$ cat src/shared/charger_cfg_pkg.sv
// Purpose: constants and types for the charger configuration bank
// Assumes: 8-bit registers at byte offsets 01h to 04h
// Notes: times in seconds, cycle counts derived at 100 MHz
package charger_cfg_pkg;
    // ---------------------------------------------------------------
    // register offsets and reset values
    // ---------------------------------------------------------------
    localparam logic [7:0] cfg1_offset = 8'h01;
    localparam logic [7:0] cfg2_offset = 8'h02;
    localparam logic [7:0] cfg3_offset = 8'h03;
    localparam logic [7:0] cfg4_offset = 8'h04;
    localparam logic [7:0] cfg1_reset = 8'hac;
    localparam logic [7:0] cfg2_reset = 8'h0f;
    localparam logic [7:0] cfg3_reset = 8'h91;
    localparam logic [7:0] cfg4_reset = 8'ha3;
    // ---------------------------------------------------------------
    // field positions
    // ---------------------------------------------------------------
    localparam int debounce_msb = 7;
    localparam int debounce_lsb = 6;
    localparam int disconnect_dur_bit = 5;
    localparam int input_path_off_bit = 4;
    localparam int charge_inhibit_bit = 3;
    localparam int uvlo_msb = 2;
    localparam int reg_reset_bit = 7;
    localparam int wdog_restart_bit = 6;
    localparam int fast_current_msb = 5;
    localparam int discharge_msb = 7;
    localparam int discharge_lsb = 4;
    localparam int termination_msb = 3;
    localparam int regulation_msb = 7;
    localparam int regulation_lsb = 2;
    localparam int precharge_bit = 1;
    localparam int recharge_bit = 0;
    // ---------------------------------------------------------------
    // timing
    // ---------------------------------------------------------------
    localparam longint clk_hz = 100000000;
    localparam longint debounce_s0 = 8;
    localparam longint debounce_s1 = 12;
    localparam longint debounce_s2 = 16;
    localparam longint debounce_s3 = 20;
    localparam longint disconnect_s0 = 2;
    localparam longint disconnect_s1 = 4;
    localparam int count_width = 32;
    // ---------------------------------------------------------------
    // types
    // ---------------------------------------------------------------
    typedef enum logic [1:0] {
        sw_on = 2'b00,
        sw_debounce = 2'b01,
        sw_off = 2'b11
    } switch_state_type;

    typedef struct packed {
        logic write;
        logic [7:0] addr;
        logic [7:0] wdata;
    } reg_write_type;

    typedef struct packed {
        logic [1:0] debounce_sel;
        logic disconnect_long;
        logic input_path_off;
        logic charge_inhibit;
        logic [2:0] battery_undervoltage_level;
        logic [5:0] fast_charge_current;
        logic [3:0] discharge_current_limit;
        logic [3:0] termination_current;
        logic [5:0] battery_regulation_voltage;
        logic precharge_handover_level;
        logic recharge_margin;
    } charger_cfg_type;
endpackage : charger_cfg_pkg

$ cat src/verilog/charger_config_regs_1_to_4.sv
// Purpose: configuration registers 1 to 4 of a single-cell charger, plus reset-pin battery disconnect
// Assumes: the serial slave engine delivers decoded register writes and reads on mclk
// Notes: alert pin is asynchronous and synchronised before use
//
// How it works
// - bits 7:6 of reg 1 pick alert-low debounce 8, 12, 16 or 20 s.
// - bit 5 of reg 1 picks battery switch off time 2 s or 4 s.
// - bit 4 of reg 1 turns the input-to-system regulator switch off.
// - bit 3 of reg 1 blocks charging when set; default blocks.
// - bits 2:0 of reg 1 set undervoltage level, default code 100.
// - reg 2 bit 7 restores all defaults; watchdog restores all but that bit.
// - writing reg 2 bit 6 restarts the serial watchdog timer.
// - bits 5:0 of reg 2 hold fast-charge current code, default 001111.
// - bits 7:4 of reg 3 hold discharge limit, default 1001.
// - bits 7:2 of reg 4 hold regulation voltage code, default 101000.
// - bit 1 of reg 4 picks precharge handover 2.8 V or 3.0 V.
// - bit 0 of reg 4 picks recharge margin 100 mV or 200 mV.
// - reg 1 resets to ac, reg 2 to 0f.
// - reg 3 resets to 91, reg 4 to a3.
// - after debounce the battery switch stays off, then turns back on.
// - an external serial master writes and reads these registers.
`timescale 1ns/100ps
module charger_config_regs_1_to_4
    import charger_cfg_pkg::*;
#(
    parameter longint debounce_cycles_0 = debounce_s0 * clk_hz,
    parameter longint debounce_cycles_1 = debounce_s1 * clk_hz,
    parameter longint debounce_cycles_2 = debounce_s2 * clk_hz,
    parameter longint debounce_cycles_3 = debounce_s3 * clk_hz,
    parameter longint disconnect_cycles_0 = disconnect_s0 * clk_hz,
    parameter longint disconnect_cycles_1 = disconnect_s1 * clk_hz
)
(
    // clock and reset
    input wire logic mclk,
    input wire logic rst_b,
    // register access from the serial slave engine
    input wire reg_write_type bus_wr,
    input wire logic [7:0] rd_addr,
    output logic [7:0] rd_data,
    // watchdog
    input wire logic watchdog_expiry,
    output logic watchdog_restart,
    // alert pin, active low
    input wire logic alert_b,
    // configuration outputs
    output charger_cfg_type cfg,
    output logic battery_switch_on
);

    // ---------------------------------------------------------------
    // register storage
    // ---------------------------------------------------------------
    logic [7:0] cfg1_reg;
    logic [7:0] cfg2_reg;
    logic [7:0] cfg3_reg;
    logic [7:0] cfg4_reg;
    logic reg_reset_pending_reg;
    logic wr1;
    logic wr2;
    logic wr3;
    logic wr4;

    // unmapped offsets give no strobe, so such writes are dropped
    assign wr1 = bus_wr.write && (bus_wr.addr == cfg1_offset);
    assign wr2 = bus_wr.write && (bus_wr.addr == cfg2_offset);
    assign wr3 = bus_wr.write && (bus_wr.addr == cfg3_offset);
    assign wr4 = bus_wr.write && (bus_wr.addr == cfg4_offset);

    // ---------------------------------------------------------------
    // register reset request
    // ---------------------------------------------------------------
    // applied on the cycle after the write, so the command byte is not kept
    always_ff @(posedge mclk or negedge rst_b)
    begin
        if (!rst_b)
            reg_reset_pending_reg <= 1'b0;
        else
            reg_reset_pending_reg <= wr2 && bus_wr.wdata[reg_reset_bit];
    end

    // ---------------------------------------------------------------
    // register 1: reset pin, input path, charge and undervoltage
    // ---------------------------------------------------------------
    always_ff @(posedge mclk or negedge rst_b)
    begin
        if (!rst_b)
            cfg1_reg <= cfg1_reset;
        else if (reg_reset_pending_reg)
            cfg1_reg <= cfg1_reset;
        else if (watchdog_expiry)
            cfg1_reg <= cfg1_reset;
        else if (wr1)
            cfg1_reg <= bus_wr.wdata;
    end

    // ---------------------------------------------------------------
    // register 2: reset and restart commands, fast-charge current
    // ---------------------------------------------------------------
    // bit 7 survives expiry; bit 6 is a strobe and is never stored
    always_ff @(posedge mclk or negedge rst_b)
    begin
        if (!rst_b)
            cfg2_reg <= cfg2_reset;
        else if (reg_reset_pending_reg)
            cfg2_reg <= cfg2_reset;
        else if (watchdog_expiry)
            cfg2_reg <= {cfg2_reg[reg_reset_bit], cfg2_reset[wdog_restart_bit:0]};
        else if (wr2)
            cfg2_reg <= {bus_wr.wdata[reg_reset_bit], 1'b0, bus_wr.wdata[fast_current_msb:0]};
    end

    // ---------------------------------------------------------------
    // register 3: discharge limit and termination current
    // ---------------------------------------------------------------
    always_ff @(posedge mclk or negedge rst_b)
    begin
        if (!rst_b)
            cfg3_reg <= cfg3_reset;
        else if (reg_reset_pending_reg)
            cfg3_reg <= cfg3_reset;
        else if (watchdog_expiry)
            cfg3_reg <= cfg3_reset;
        else if (wr3)
            cfg3_reg <= bus_wr.wdata;
    end

    // ---------------------------------------------------------------
    // register 4: regulation voltage and thresholds
    // ---------------------------------------------------------------
    always_ff @(posedge mclk or negedge rst_b)
    begin
        if (!rst_b)
            cfg4_reg <= cfg4_reset;
        else if (reg_reset_pending_reg)
            cfg4_reg <= cfg4_reset;
        else if (watchdog_expiry)
            cfg4_reg <= cfg4_reset;
        else if (wr4)
            cfg4_reg <= bus_wr.wdata;
    end

    // ---------------------------------------------------------------
    // watchdog restart pulse
    // ---------------------------------------------------------------
    always_ff @(posedge mclk or negedge rst_b)
    begin
        if (!rst_b)
            watchdog_restart <= 1'b0;
        else
            watchdog_restart <= wr2 && bus_wr.wdata[wdog_restart_bit];
    end

    // ---------------------------------------------------------------
    // read back
    // ---------------------------------------------------------------
    always_ff @(posedge mclk or negedge rst_b)
    begin
        if (!rst_b)
            rd_data <= 8'h00;
        else
        begin
            // unmapped offsets read as zero
            unique case (rd_addr)
                cfg1_offset: rd_data <= cfg1_reg;
                cfg2_offset: rd_data <= cfg2_reg;
                cfg3_offset: rd_data <= cfg3_reg;
                cfg4_offset: rd_data <= cfg4_reg;
                default: rd_data <= 8'h00;
            endcase
        end
    end

    // ---------------------------------------------------------------
    // configuration outputs
    // ---------------------------------------------------------------
    always_ff @(posedge mclk or negedge rst_b)
    begin
        if (!rst_b)
            cfg <= '0;
        else
        begin
            // field copies run one cycle behind the registers
            cfg.debounce_sel <= cfg1_reg[debounce_msb:debounce_lsb];
            cfg.disconnect_long <= cfg1_reg[disconnect_dur_bit];
            cfg.input_path_off <= cfg1_reg[input_path_off_bit];
            cfg.charge_inhibit <= cfg1_reg[charge_inhibit_bit];
            cfg.battery_undervoltage_level <= cfg1_reg[uvlo_msb:0];
            cfg.fast_charge_current <= cfg2_reg[fast_current_msb:0];
            cfg.discharge_current_limit <= cfg3_reg[discharge_msb:discharge_lsb];
            cfg.termination_current <= cfg3_reg[termination_msb:0];
            cfg.battery_regulation_voltage <= cfg4_reg[regulation_msb:regulation_lsb];
            cfg.precharge_handover_level <= cfg4_reg[precharge_bit];
            cfg.recharge_margin <= cfg4_reg[recharge_bit];
        end
    end

    // ---------------------------------------------------------------
    // alert pin synchroniser
    // ---------------------------------------------------------------
    logic alert_meta_reg;
    logic alert_sync_reg;

    always_ff @(posedge mclk or negedge rst_b)
    begin
        if (!rst_b)
        begin
            alert_meta_reg <= 1'b1;
            alert_sync_reg <= 1'b1;
        end
        else
        begin
            alert_meta_reg <= alert_b;
            alert_sync_reg <= alert_meta_reg;
        end
    end

    // ---------------------------------------------------------------
    // battery disconnect sequencer
    // ---------------------------------------------------------------
    switch_state_type state_reg;
    logic [count_width-1:0] count_reg;
    logic [count_width-1:0] debounce_limit;
    logic [count_width-1:0] off_limit;

    always_comb
    begin
        unique case (cfg1_reg[debounce_msb:debounce_lsb])
            2'b00: debounce_limit = count_width'(debounce_cycles_0 - 1);
            2'b01: debounce_limit = count_width'(debounce_cycles_1 - 1);
            2'b10: debounce_limit = count_width'(debounce_cycles_2 - 1);
            default: debounce_limit = count_width'(debounce_cycles_3 - 1);
        endcase
    end

    // both limits follow the register live, so a write during a count moves its end point
    always_comb
    begin
        if (cfg1_reg[disconnect_dur_bit])
            off_limit = count_width'(disconnect_cycles_1 - 1);
        else
            off_limit = count_width'(disconnect_cycles_0 - 1);
    end

    always_ff @(posedge mclk or negedge rst_b)
    begin
        if (!rst_b)
        begin
            state_reg <= sw_on;
            count_reg <= '0;
            battery_switch_on <= 1'b1;
        end
        else
        begin
            unique case (state_reg)
                sw_on:
                begin
                    count_reg <= '0;
                    if (!alert_sync_reg)
                        state_reg <= sw_debounce;
                end
                sw_debounce:
                begin
                    // a release before the limit aborts; a fresh low counts from zero
                    if (alert_sync_reg)
                    begin
                        state_reg <= sw_on;
                        count_reg <= '0;
                    end
                    else if (count_reg >= debounce_limit)
                    begin
                        state_reg <= sw_off;
                        count_reg <= '0;
                        battery_switch_on <= 1'b0;
                    end
                    else
                        count_reg <= count_reg + 1'b1;
                end
                sw_off:
                begin
                    // alert level is ignored while off
                    if (count_reg >= off_limit)
                    begin
                        state_reg <= sw_on;
                        count_reg <= '0;
                        battery_switch_on <= 1'b1;
                    end
                    else
                        count_reg <= count_reg + 1'b1;
                end
                default:
                begin
                    state_reg <= sw_on;
                    count_reg <= '0;
                    battery_switch_on <= 1'b1;
                end
            endcase
        end
    end

endmodule : charger_config_regs_1_to_4

$ cat config.mk
export PLATFORM = sky130hd
export DESIGN_NAME = charger_config_regs_1_to_4
export DESIGN_NICKNAME = d
export VERILOG_FILES = /design/src/shared/charger_cfg_pkg.sv /design/src/verilog/charger_config_regs_1_to_4.sv
export SDC_FILE = /design/constraint.sdc
export NUM_CORES = 1
export LEC_CHECK = 0
export BUFFER_PORTS_ARGS = -buffer_cell sky130_fd_sc_hd__buf_2
export CORE_ASPECT_RATIO = 1.1
export CORE_UTILIZATION = 30
export DETAILED_ROUTE_END_ITERATION = 16
export GPL_ROUTABILITY_DRIVEN = 0
export HOLD_SLACK_MARGIN = 0.02
export REMOVE_ABC_BUFFERS = 1
export SYNTH_ARGS = -nofsm -noshare
export SYNTH_HDL_FRONTEND = slang
export SYNTH_SLANG_ARGS = --single-unit
$ cat constraint.sdc
create_clock -name mclk -period 2.75 [get_ports mclk]
set_clock_uncertainty 0.05 [all_clocks]
set_input_delay 0.4125 -clock mclk [delete_from_list [all_inputs] [get_ports mclk]]
set_output_delay 0.4125 -clock mclk [all_outputs]
set_load 0.01 [all_outputs]
# After elaboration in Yosys (flattened, before gate mapping)
# Index checks and enable logic that the tools add are counted.
# W data, S select, Z words.
# op_classes
addsub,1
order_cmp,2
n_eq_ne,18
mux,28
bitwise,1
reduce_logical,16
# op_table
cell,count
$mux W32,3
$mux W8,12
$pmux W31 S3,1
$ge A32 B32 Y1,2
$pmux W32 S2,1
$add A32 B1 Y32 const B,1
$eq A8 B2 Y1 const B,4
$pmux W8 S4,1
$mux W29,1
$eq A8 B1 Y1 const B,2
$eq A8 B3 Y1 const B,2
$reduce_bool A3 Y1,4
$mux W2,4
$ne A2 B2 Y1 const B,4
$logic_and A1 B1 Y1,6
$pmux W2 S3,1
$eq A2 B1 Y1 const B,2
$eq A2 B2 Y1 const B,2
$logic_not A2 Y1,2
$reduce_and A4 Y1,1
$mux W1,3
$ne A3 B3 Y1 const B,1
$pmux W1 S3,1
$reduce_and A3 Y1,1
4 further kinds,4
# totals
ff_bits,109
inputBits,29
out_inout_bits,40
word_cells,90

# Logic depth before layout (Yosys ltp)
# depth
ltp_word,6
depth_mapped,10
mapped_depth_nobuf,9

# Worst setup path before layout
# OpenSTA, ideal clock, no wires.
# synth_path
kind,register to register
startpoint,reg cfg1_reg[7]
endpoint,reg count_reg[6]
setup_time_ps,119
arrival_ps,2484
t_required_ps,2581
path_slack_ps,97
path_stages_with_launch,11
n_path_buf,1
period_less_slack_ps,2653
cell_sequence,dfstp_2 inv_1 ha_1 ha_1 and4b_1 o211ai_1 nor3_1 nand3_2 a31oi_4 buf_6 nor2_2
# synth_between
elab_chain_cells,6
word_cells_on_any_way,8
cone_classes,order compare: 1; eq/ne: 2; mux: 4; reduce/logical: 1
# synth_rtl
element,line_no,rtl
start: declaration,charger_config_regs_1_to_4.sv:54,logic [7:0] cfg1_reg;
start signal: assignment,charger_config_regs_1_to_4.sv:88,cfg1_reg <= cfg1_reset;
start signal: assignment,charger_config_regs_1_to_4.sv:90,cfg1_reg <= cfg1_reset;
start signal: assignment,charger_config_regs_1_to_4.sv:92,cfg1_reg <= cfg1_reset;
$eq A2 B2 Y1 (tied with other cells),charger_config_regs_1_to_4.sv:228,unique case (cfg1_reg[debounce_msb:debounce_lsb])
$pmux W31 S3 *,charger_config_regs_1_to_4.sv:228,
$ge A32 B32 Y1 *,charger_config_regs_1_to_4.sv:270,else if (count_reg >= debounce_limit)
$mux W32 *,charger_config_regs_1_to_4.sv:270,
$mux W32 *,charger_config_regs_1_to_4.sv:265,if (alert_sync_reg)
$pmux W32 S2 *,charger_config_regs_1_to_4.sv:255,unique case (state_reg)
end signal: assignment,charger_config_regs_1_to_4.sv:277,count_reg <= count_reg + 1'b1;
end signal: assignment,charger_config_regs_1_to_4.sv:289,count_reg <= count_reg + 1'b1;
end: declaration,charger_config_regs_1_to_4.sv:222,logic [count_width-1:0] count_reg;
# Mark *: on every way between the ends. The rest lies on a longest branch, timed or not.
# A chain may end at the register's enable or synchronous reset.

# Worst setup path after layout
# layout_path
startpoint,reg cfg1_reg[7]
endpoint,reg count_reg[13]
# The elaborated chain is that of the path after synthesis.

==> run summary <==
Area Overhead vs Synth = 22.0%
I/O Buffers = 68
pin count of the biggest net entering global routing = 52
setup TNS = 0 ns
Area after DPL = 5760 µm²
Tightest Pin Transition = 0.655 ns
Cell Area, Synth = 5060 µm²
design area = 6170 µm²
maxcap violations = 0
die height = 138 µm
global-route wire length before repair = 19.0 mm
Pins Over Slew Limit = 0
nets = 585
Worst-Skew Late Latency = 0.35 ns
Cell Rows = 49
sequential cell area fraction in the yosys report = 0.539
filler instances = 1604
leak pwr = 2.81 nW
average wire per standard cell = 15.6 µm
Critical Path Fanout Max = 11
RSZ-0062 raised after global routing = no
kind of cell adding the most delay to the critical path = simple AND/OR/NAND/NOR gates
Max-slew headroom = 0.562
gr usage total = 0.138
Register Area = 2730 µm²
final worst path period share = 0.956
io pins = 69
CTS clk-pin slew, worst paths = 0.07 ns
drt first pass iters = 4
most common cell in the netlist = dfrtp_1
Hold Vio Cnt, Final = 0
endpoints failing setup = 0
startpoint types = register
number of synthesized flops with an enable pin = 0
Starting Density = 0.308
Unique masters post-synth = 50
multi-input logic area = 2310 µm²
Cells after Synth = 435
WP buf/inv = 5
CTS Hold Bufs = 0
Initial DRC Count = 192
FF-to-FF path depth = 12
crit-path max cell delay = 0.53 ns
post-route ant nets = 0
cells along the critical path = inv_1, ha_4, buf_4, inv_1, ha_1, or4_1, a21o_1, nand3_2, a31oi_4, buf_4, buf_8, nor2_2
Via Count = 3597
CP endpoint kind = register
H-tree depth = 3
vias in the first global route = 3743
CTS tree = done
most frequent cells after synthesis = dfrtp_1 (90), nor2_1 (39), nand2_1 (33), nor2_2 (30), mux2i_1 (29)
CTS Root Cell = clkbuf_16
Die W = 126 µm
Min-Delay Path Class = input port to asynchronous set/reset pin
antenna violations before repair = 0
Synth Register Bits = 108
CTS buffer count = 9
Pwr Density = 534 nW/µm²
synth top area cells = dfrtp_1 (45%), dfstp_2 (9.3%), ha_1 (6.9%), mux2i_1 (5.7%), nor2_2 (3.7%)
DRT Wirelength = 11.5 mm
CP arrival = 2.86 ns
yosys warns = 0
Avg Synthesized Cell Area = 11.6 µm²
HPWL after detailed placement = 8.21 mm
die area = 17400 µm²
antenna cell count = 0
FFs w/ async S/R, synth = 1.00
fmax = 380 MHz
Crit path depth = 12
area leader, netlist = dfrtp_1
run status = finished, final reports clean
required time of the critical path = 2.98 ns
Min Clock Period, post-route = 2.63 ns
total grt overflow = 0
Worst Path Class, Setup = register to register
layout cells sized above 1 = 0.330
max reg flops = 32
CP max-delay cell = dfstp_2
placed insts = 716
top cell type's share of synthesized area = 0.445
WHS = 0.0430 ns
# DRC = 0
Final Non-Filler Cells = 737
Synth Flop Type = dfrtp_1
maximum root-to-sink buffer count = 2
clock sinks = 108
VDD IR max = 0.290 mV
CORE AREA = 16400 µm²
Via-to-Cell Ratio = 4.88
-- layer usage --
metal | vias up | global-route usage | share of wire
met5 | - | 0 | 0
met4 | 0 | 0.0393 | 0.0094
met3 | 9 | 0.0317 | 0.043
met2 | 93 | 0.240 | 0.50
met1 | 1773 | 0.169 | 0.45
li1 | 1722 | - | -
-- report_power, final --
group,leakage (nW),total [mW],internal [mW],switching [mW]
combinational,1.31,0.409,0.174,0.235
sequential,1.36,1.65,1.62,0.0273
clock,0.140,1.24,0.633,0.611
total,2.81,3.30,2.42,0.873
-- placed cells by master, fill, tap and decap left out, types with 3 or more instances in the layout --
master     Yosys  layout
xor2_1        19      19
dfstp_2       18      18
buf_4          0      21
nor2_2        30      30
nand3_1       19      19
nor4b_2        1       3
a22o_1         8       8
and3_1         6       6
nor3_2         3       4
nor2_1        39      39
nor3_1         5       4
xnor2_1       13      13
ha_1          28      24
mux2i_1       29      29
dfrtp_1       90      90
and4b_1        3       3
buf_2          3      67
clkbuf_16      0      10
clkinv_4       0       3
inv_1          9       9
a21oi_1        9       9
nor4_1         4       4
o211ai_1       4       4
nand4_1       10      10
o21ai_0        6       5
ha_4           0       4
a221o_1        7       7
nand2_1       33      33
-- worst paths after layout --
kind	slack, ns	end	startpoint
setup / recovery	0.12	count_reg[13]	cfg1_reg[7]
hold / removal	0.04	cfg[3]	rst_b
setup reg to reg	0.12	count_reg[13]	cfg1_reg[7]
hold reg to reg	0.31	alert_sync_reg	alert_meta_reg
max in group asynchronous	1.82	cfg3_reg[0]	rst_b
min in group mclk	0.11	alert_meta_reg	alert_b
-- stage by stage --
step	total power, mW	utilization	setup slack (ns)
global placement	1.98	0.351	0.0869
finish	3.30	0.376	0.121
global route	3.44	0.376	0.00490
CTS	3.24	0.368	0.0256
floorplan	1.82	-	-0.406
detailed placement	1.99	0.351	-0.0642
-- logic make-up (layout without fill, tap and decap cells) --
| logic type | after synthesis | count (layout) | synth area share |
|---|---|---|---|
| AND/OR/NAND/NOR | 172 | 172 | 0.188 |
| flip-flops | 108 | 108 | 0.539 |
| AO/OA/AOI/OAI | 47 | 47 | 0.0722 |
| XOR/XNOR | 32 | 32 | 0.0554 |
| multiplexers | 29 | 29 | 0.0574 |
| adder cells (fa/ha/maj) | 28 | 28 | 0.0693 |
| buffers and inverters | 19 | 117 | 0.0193 |
-- cell type report --
| type | instances | share of cell area |
|---|---|---|
| Sequential cell | 108 | 0.442 |
| Clock inverter | 6 | 0.00892 |
| Multi-Input combinational cell | 308 | 0.374 |
| Clock buffer | 10 | 0.0371 |
| Tap cell | 204 | 0.0414 |
| Timing Repair Buffer | 92 | 0.0914 |
| Inverter | 9 | 0.00547 |
-- timing repair --
action / in CTS / in global routing
setup buffers: 0 / 3
pin swaps: 0 / 4
setup endpoints to repair: 32 / 33
cloned: 0 / 2
hold endpoints to repair: 0 / 0
resized for setup: 1 / 9
Power figures use the tool's default switching activity.
